## src/wdog_pkg.sv

```systemverilog
// Purpose: Shared constants and carriers for the frame-gated watchdog and idle control.
// Assumes: 10 MHz core clock; registers reached over the core's XDATA and SFR ports.
// Notes:   Every offset, field position and time lives here, plus the WDCS and general-purpose reset values.
package wdog_pkg;

  // Register addresses
  localparam logic [15:0] WDCS_XADDR        = 16'hFF93;
  localparam logic [7:0]  PWR_SFR_ADDR      = 8'h87;

  // Watchdog control/status fields
  localparam int          WD_ENABLE_BIT     = 7;
  localparam int          WD_CAUSE_BIT      = 6;
  localparam int          WD_RESTART_BIT    = 0;
  localparam logic [7:0]  WDCS_RESET        = 8'h00;

  // Power control fields
  localparam int          PWR_IDLE_BIT      = 0;
  localparam int          PWR_GP_LO         = 2;
  localparam int          PWR_GP_HI         = 3;
  localparam int          PWR_BAUD_BIT      = 7;
  localparam logic [1:0]  GP_RESET          = 2'h0;

  // Timing
  localparam int          CLK_HZ            = 10_000_000;
  localparam int          TICK_US           = 1000;
  localparam int          TICK_CYCLES       = (CLK_HZ / 1_000_000) * TICK_US;
  localparam int          WD_TIMEOUT_MS     = 32;
  localparam int          WD_CNT_W          = 5;
  localparam int          WAKE_MIN_US       = 400;
  localparam int          WAKE_MIN_CYCLES   = (CLK_HZ / 1_000_000) * WAKE_MIN_US;

  // Processor-side register access, one cycle strobes
  typedef struct packed {
    logic        x_wr;
    logic        x_rd;
    logic [15:0] x_addr;
    logic        s_wr;
    logic        s_rd;
    logic [7:0]  s_addr;
    logic [7:0]  wdata;
  } reg_req_type;

  // Reset-source events from the chip reset logic
  typedef struct packed {
    logic power_up;
    logic usb_reset;
    logic usb_reset_en;
  } reset_evt_type;

endpackage : wdog_pkg

```

## src/wake_filter.sv

```systemverilog
// Purpose: Qualifies the wake interrupt by a minimum asserted width.
// Assumes: Input synchronous to clk_in.
// Notes:   Emits one pulse per qualifying assertion.
`timescale 1ns/100ps
module wake_filter #(
  parameter int MIN_CYCLES = wdog_pkg::WAKE_MIN_CYCLES
) (
  input  wire logic clk_in,
  input  wire logic reset_n_in,
  input  wire logic level_in,
  output logic      qualified_out
);
  import wdog_pkg::*;

  localparam int CW = $clog2(MIN_CYCLES + 1);
  localparam logic [CW-1:0] LAST = CW'(MIN_CYCLES - 1);

  logic [CW-1:0] width_q;
  logic          done_q;
  logic          hit;

  // Count held width; a short glitch restarts the count
  assign hit = level_in && !done_q && (width_q == LAST);

  always_ff @(posedge clk_in or negedge reset_n_in) begin
    if (!reset_n_in) begin
      width_q       <= '0;
      done_q        <= 1'b0;
      qualified_out <= 1'b0;
    end else begin
      width_q       <= (level_in && !done_q) ? width_q + CW'(1) : '0;
      done_q        <= level_in && (done_q || hit);
      qualified_out <= hit;
    end
  end
endmodule : wake_filter

```

## src/frame_gated_watchdog_idle.sv

```systemverilog
// Purpose: Watchdog with control/status register plus processor power control.
// Assumes: Core register strobes last one cycle; frame_seen pulses on USB start-of-frame.
// Notes:   Outputs registered; mcu_reset_out is a one-cycle request.
//
// Operation
// - Watchdog counter advances once per 1 ms tick.
// - Watchdog stays inactive until a USB start-of-frame is seen.
// - Enabled watchdog resets the core after 32 ms without service.
// - Writing one to restart clears the 5-bit count; zero does nothing.
// - Restart bit reads back as zero.
// - Idle suspends the watchdog; a wake interrupt clears idle and resumes it.
// - Enable clears only on power-up or enabled USB reset.
// - Writing one to enable bit 7 starts the watchdog.
// - Cause flag bit 6 sets on timeout, clears on power-up, enabled USB reset or write-one.
// - Software sets idle bit 0; only interrupt-one logic clears it.
// - Wake needs interrupt-one held at least 400 us.
// - Idle stops oscillator, RAM low power, watchdog held.
// - Two general-purpose bits 3:2, read/write, reset to zero.
`timescale 1ns/100ps
module frame_gated_watchdog_idle #(
  parameter int TICK_CNT = wdog_pkg::TICK_CYCLES,
  parameter int WAKE_CNT = wdog_pkg::WAKE_MIN_CYCLES,
  parameter int CNT_W    = wdog_pkg::WD_CNT_W
) (
  input  wire logic                   clk_in,
  input  wire logic                   reset_n_in,
  input  wire wdog_pkg::reg_req_type  req_in,
  input  wire wdog_pkg::reset_evt_type rst_evt_in,
  input  wire logic                   frame_seen_in,
  input  wire logic                   ext_int_one_in,
  output logic [7:0]                  rdata_out,
  output logic                        mcu_reset_out,
  output logic                        osc_stop_out,
  output logic                        ram_low_power_out,
  output logic                        wake_int_out,
  output logic                        baud_double_out
);
  import wdog_pkg::*;

  localparam int TW = $clog2(TICK_CNT + 1);
  localparam logic [TW-1:0]    TICK_LAST = TW'(TICK_CNT - 1);
  localparam logic [CNT_W-1:0] CNT_LAST  = CNT_W'(WD_TIMEOUT_MS - 1);

  ////////////////////////////////////////////////////////////////////////////
  // State
  logic [TW-1:0]    tick_div_q;
  logic [CNT_W-1:0] watchdog_counter_q;
  logic             watchdog_enable_bit_q;
  logic             watchdog_reset_cause_flag_q;
  logic             processor_idle_bit_q;
  logic [1:0]       general_purpose_bits_q;
  logic             baud_q;
  logic             frame_armed_q;
  logic             wake;

  ////////////////////////////////////////////////////////////////////////////
  // Decode
  wire wd_wr   = req_in.x_wr && (req_in.x_addr == WDCS_XADDR);
  wire wd_rd   = req_in.x_rd && (req_in.x_addr == WDCS_XADDR);
  wire pwr_wr  = req_in.s_wr && (req_in.s_addr == PWR_SFR_ADDR);
  wire pwr_rd  = req_in.s_rd && (req_in.s_addr == PWR_SFR_ADDR);
  wire hard_rst = rst_evt_in.power_up || (rst_evt_in.usb_reset && rst_evt_in.usb_reset_en);

  wire restart_wr = wd_wr && req_in.wdata[WD_RESTART_BIT];
  wire enable_wr  = wd_wr && req_in.wdata[WD_ENABLE_BIT];
  wire first_en   = enable_wr && !watchdog_enable_bit_q;
  // Idle freezes counting; no frame yet means not running either
  wire running    = watchdog_enable_bit_q && frame_armed_q && !processor_idle_bit_q;
  wire tick       = (tick_div_q == TICK_LAST);
  wire timeout    = running && tick && (watchdog_counter_q == CNT_LAST);

  wire [7:0] wd_view  = {watchdog_enable_bit_q, watchdog_reset_cause_flag_q, 6'h00};
  wire [7:0] pwr_view = {baud_q, 3'h0, general_purpose_bits_q, 1'b0, processor_idle_bit_q};

  ////////////////////////////////////////////////////////////////////////////
  // Wake qualifier
  wake_filter #(.MIN_CYCLES(WAKE_CNT)) u_wake (
    .clk_in        (clk_in),
    .reset_n_in    (reset_n_in),
    .level_in      (ext_int_one_in),
    .qualified_out (wake)
  );

  ////////////////////////////////////////////////////////////////////////////
  // Tick divider; held at zero while idle since the oscillator is off
  always_ff @(posedge clk_in or negedge reset_n_in) begin
    if (!reset_n_in) tick_div_q <= '0;
    else if (!running || tick) tick_div_q <= '0;
    else tick_div_q <= tick_div_q + TW'(1);
  end

  // Watchdog count
  always_ff @(posedge clk_in or negedge reset_n_in) begin
    if (!reset_n_in) watchdog_counter_q <= '0;
    else if (restart_wr || first_en || timeout || hard_rst) watchdog_counter_q <= '0;
    else if (running && tick) watchdog_counter_q <= watchdog_counter_q + CNT_W'(1);
  end

  // Enable survives watchdog reset; frame gate re-arms after any reset
  always_ff @(posedge clk_in or negedge reset_n_in) begin
    if (!reset_n_in) begin
      watchdog_enable_bit_q <= 1'b0;
      frame_armed_q         <= 1'b0;
    end else begin
      if (hard_rst) watchdog_enable_bit_q <= 1'b0;
      else if (enable_wr) watchdog_enable_bit_q <= 1'b1;
      if (hard_rst || timeout) frame_armed_q <= 1'b0;
      else if (frame_seen_in) frame_armed_q <= 1'b1;
    end
  end

  // Cause flag: timeout set wins over a software clear in the same cycle
  always_ff @(posedge clk_in or negedge reset_n_in) begin
    if (!reset_n_in) watchdog_reset_cause_flag_q <= 1'b0;
    else if (timeout) watchdog_reset_cause_flag_q <= 1'b1;
    else if (hard_rst) watchdog_reset_cause_flag_q <= 1'b0;
    else if (wd_wr && req_in.wdata[WD_CAUSE_BIT]) watchdog_reset_cause_flag_q <= 1'b0;
  end

  // Power control; idle set by software, cleared only by the wake logic
  always_ff @(posedge clk_in or negedge reset_n_in) begin
    if (!reset_n_in) begin
      processor_idle_bit_q   <= 1'b0;
      general_purpose_bits_q <= GP_RESET;
      baud_q                 <= 1'b0;
    end else begin
      if (wake) processor_idle_bit_q <= 1'b0;
      else if (pwr_wr && req_in.wdata[PWR_IDLE_BIT]) processor_idle_bit_q <= 1'b1;
      if (pwr_wr) begin
        general_purpose_bits_q <= req_in.wdata[PWR_GP_HI:PWR_GP_LO];
        baud_q                 <= req_in.wdata[PWR_BAUD_BIT];
      end
    end
  end

  ////////////////////////////////////////////////////////////////////////////
  // Registered outputs
  always_ff @(posedge clk_in or negedge reset_n_in) begin
    if (!reset_n_in) begin
      rdata_out         <= 8'h00;
      mcu_reset_out     <= 1'b0;
      osc_stop_out      <= 1'b0;
      ram_low_power_out <= 1'b0;
      wake_int_out      <= 1'b0;
      baud_double_out   <= 1'b0;
    end else begin
      rdata_out         <= wd_rd ? wd_view : (pwr_rd ? pwr_view : 8'h00);
      mcu_reset_out     <= timeout;
      osc_stop_out      <= processor_idle_bit_q && !wake;
      ram_low_power_out <= processor_idle_bit_q && !wake;
      wake_int_out      <= wake && processor_idle_bit_q;
      baud_double_out   <= baud_q;
    end
  end
endmodule : frame_gated_watchdog_idle

```

## config.mk

```make
export PLATFORM = sky130hd
export DESIGN_NAME = frame_gated_watchdog_idle
export DESIGN_NICKNAME = d
export VERILOG_FILES = /design/src/wdog_pkg.sv /design/src/wake_filter.sv /design/src/frame_gated_watchdog_idle.sv
export SDC_FILE = /design/constraint.sdc
export NUM_CORES = 1
export LEC_CHECK = 0
export BUFFER_PORTS_ARGS = -buffer_cell sky130_fd_sc_hd__buf_4
export CAP_MARGIN = 30
export CORE_UTILIZATION = 45
export CTS_CLUSTER_DIAMETER = 100
export DETAILED_ROUTE_END_ITERATION = 10
export PLACE_DENSITY_LB_ADDON = 0.2
export SETUP_SLACK_MARGIN = 0.4
export SYNTH_ARGS = -nofsm -noshare
export SYNTH_HDL_FRONTEND = slang
export SYNTH_SLANG_ARGS = --single-unit
```

## constraint.sdc

```tcl
create_clock -name clk_in -period 2.99 [get_ports clk_in]
set_clock_uncertainty 0.1 [all_clocks]
set_input_delay 0.598 -clock clk_in [delete_from_list [all_inputs] [get_ports clk_in]]
set_output_delay 0.598 -clock clk_in [all_outputs]
set_load 0.02 [all_outputs]
```

==> metrics.md <==
| Metric | Value |
|---|---|
| PwrDens | `451 nW/um2` |
| Clk pwr share | `0.418` |
| Critical path depth | `5` |
| Worst Path Max Fanout | `5` |
| Peak VDD IR | `slightly below 0.4 mV` |
| Post-cts repair resize count | `0` |
| First-pass GRT wire length | `around 7.5 mm` |
| Total gr overflow | `0` |
| Die width | `74.3 um` |
| Layout cells sized above 1 | `0.230` |
| Comb pwr share | `0.064` |
| Largest stage delay, worst path | `approximately 0.53 ns` |
| Max-capacitance violation count | `0` |
| CTS Buf Count | `5` |
| Post-Synthesis Cell Area | `around 2400 um2` |
| Number of routed nets with antenna violations | `0` |
| Ant diodes | `0` |
| Total Routing Usage GR | `0.179` |
| Drt pass-1 iters | `4` |
| Seq pwr share | `0.518` |
| CTS root buffer | `clkbuf_8` |
| Initial drt markers | `78` |
| Total DRC errors in the routed layout | `0` |
| Fin. Hold Viols | `0` |
| Vias in the first global route | `1735` |
| Worst-Skew Late Latency | `approximately 0.3 ns` |
| Crit. End Element | `flip-flop` |
| Area grow syn2layout | `23.1%` |
| Core Util, Final | `0.594` |
| Synth warn | `0` |
| Largest net degree at the start of global routing | `50` |
| Switching Share | `0.199` |
| Final setup violation count | `0` |
| Final min period | `roughly 2.1 ns` |
| TNS Setup | `0 ns` |
| Critical Path RT | `between 3 and 4 ns` |
| Max-slew headroom | `0.557` |
| Yosys top cell area share | `0.521` |
| RSZ-0062 raised after global routing | `false` |
| Hold buffer count at CTS | `0` |
| Port Buffers | `49` |
| Routed WL | `~4.7 mm` |
| Cell family with most CP delay | `simple AND/OR/NAND/NOR gates` |
| Worst Tran Pin Value | `~0.66 ns` |
| HP Class | `in2async` |
| Synth Register Bits | `between 40 and 50` |
| Avg Cell Area, Syn | `roughly 10 um2` |
| Status | `complete, no violations` |
| Area contributors post-synth | `dfrtp_1, nor2_1, xnor2_1` |
| Hpwl dp | `3.44 mm` |
| I/O pins | `between 50 and 60` |
| Cell taking the most area after synthesis | `dfrtp_1` |
| Die area | `roughly 5500 um2` |
| Initial antenna violation count | `0` |
| Max Fclk | `approximately 480 MHz` |
| Critical path data arrival time | `roughly 2.2 ns` |
| Crit-path slowest cell | `or4b_4` |
| Initial Util | `0.483` |
| Period utilization | `0.701` |
| Psw | `between 0.0002 and 0.0003 W` |
| Cell Int Power | `approximately 0.0010 W` |
| Leakage power total | `1.30 nW` |
| Clock Pin Slew Worst Setup and Hold Paths | `around 0.090 ns` |
| Crit path cell chain | `buf_4 -> or4b_4 -> or3_4 -> o41ai_4 -> a21oi_1` |
| FF-to-FF path depth | `6` |
| Final net count | `between 300 and 400` |
| CP Launch Type | `input pin` |
| Post-synthesis sequential area ratio | `0.521` |
| Post-synth cell types | `41` |
| Pins Over Slew Limit | `0` |
| Gate Count Post-Synth | `~230` |
| CTS tree | `done` |
| Core box area | `4880 um2` |
| Clock Path Buffers | `2` |
| RePlAce Congestion | `approximately 0.79` |
| Die height | `74.3 um` |
| WL per Instance | `~13 um` |
| Row count | `25` |
| CTS H-Tree Depth | `2` |
| Postcts setup bufs | `0` |
| Critical path class | `in2reg` |
| Clock sinks | `49` |
| Vias/cell | `5.15` |
| Worst path bufs/invs | `1` |
| Total number of vias | `between 1500 and 2000` |
-- cell type report --
type / count / area [um2]
Inverter: 8 / 30.0
Sequential cell: 49 / 1230
Clock inverter: 3 / 65.1
Tap cell: 67 / 83.8
Timing Repair Buffer: 49 / 368
Fill cell: 463 / 1980
Multi-Input combinational cell: 169 / 1060
Clock buffer: 5 / 68.8
-- state kept, by name (all words and copies together), names as in the netlist, 2 cells and up --
signal and cells:
rdata_out 5, watchdog_counter_q 5, tick_div_q 14, u_wake.width_q 12, general_purpose_bits_q 2
-- synthesized netlist by cell type --
cell / count
conb_1: 1
or4b_4: 1
nand3b_1: 1
nand4_1: 14
or3_4: 1
o41ai_4: 1
nand3_1: 10
nor4bb_1: 1
nand2_1: 15
and3_1: 5
a31oi_1: 2
nor3_1: 6
dfrtp_1: 49
buf_4: 4
nand2b_1: 1
mux2i_1: 1
mux2_2: 3
buf_2: 1
a21boi_0: 2
ha_1: 4
and4_1: 3
or4b_2: 1
a31o_2: 1
nor2_1: 35
nor4_1: 7
inv_1: 8
a41o_1: 1
o21ai_0: 7
nor2b_1: 2
or3_1: 1
xnor2_1: 13
a32oi_1: 1
nand4b_1: 2
xor2_1: 7
and2_1: 5
or4_1: 1
nand4bb_1: 1
a21oi_1: 8
o21a_1: 1
nor4b_1: 1
clkbuf_1: 4
-- final timing paths --
path | from | end | slack (ns)
min | reset_n_in | tick_div_q[13] | 0.20
min reg2reg | baud_q | baud_double_out | 0.32
min in group clk_in | baud_q | baud_double_out | 0.32
max | req_in[20] | watchdog_counter_q[3] | 0.89
max reg2reg | watchdog_counter_q[0] | watchdog_reset_cause_flag_q | 0.92
max in group asynchronous | reset_n_in | baud_double_out | 2.18
-- kinds of logic after synthesis --
| logic type | synth area share |
|---|---|
| other | 0.00159 |
| buffers and inverters | 0.0340 |
| muxes | 0.0186 |
| AOI/OAI and AO/OA | 0.0701 |
| DFF | 0.521 |
| xor gates and xnor gates | 0.0744 |
| and+or+nand+nor | 0.259 |
| adders and majority gates | 0.0213 |
-- per-stage QoR --
stage               cell area, um2  setup slack (ns)  power [W]  std cells  hold WS, ns
floorplan                     2360             0.797   0.000719        235        0.202
global placement              2760             0.578   0.000773        342        0.281
detailed placement            2760             0.565   0.000775        342        0.300
CTS                           2900             0.892    0.00133        350        0.218
global route                  2900             0.727    0.00136        350        0.253
finish                        2900             0.893    0.00131        350        0.199
-- power by group through the flow --
stage               registers [W]  clock network [W]   logic, W
detailed placement       0.000690                  0  0.0000850
finish                   0.000677           0.000546  0.0000834
global placement         0.000690                  0  0.0000834
floorplan                0.000690                  0  0.0000288
CTS                      0.000677           0.000565  0.0000849
global route             0.000678           0.000586  0.0000930
-- layout by cell type, fill, tap and decap left out, drive strengths merged, types with 8 or more instances in the layout --
cell	count
inv	8
a21oi	8
nor2	35
xnor2	13
nand3	10
dfrtp	49
nand2	15
buf	49
nand4	14
-- metal layers --
metal | part of all wire | wire length [um] | global-route usage
met1 | 0.46 | 2170 | 0.220
met2 | 0.50 | 2340 | 0.298
met4 | 0.017 | 82 | 0.0839
met5 | 0 | 0 | 0
met3 | 0.027 | 126 | 0.0434
Note: power is estimated with default switching activity, not from simulation.
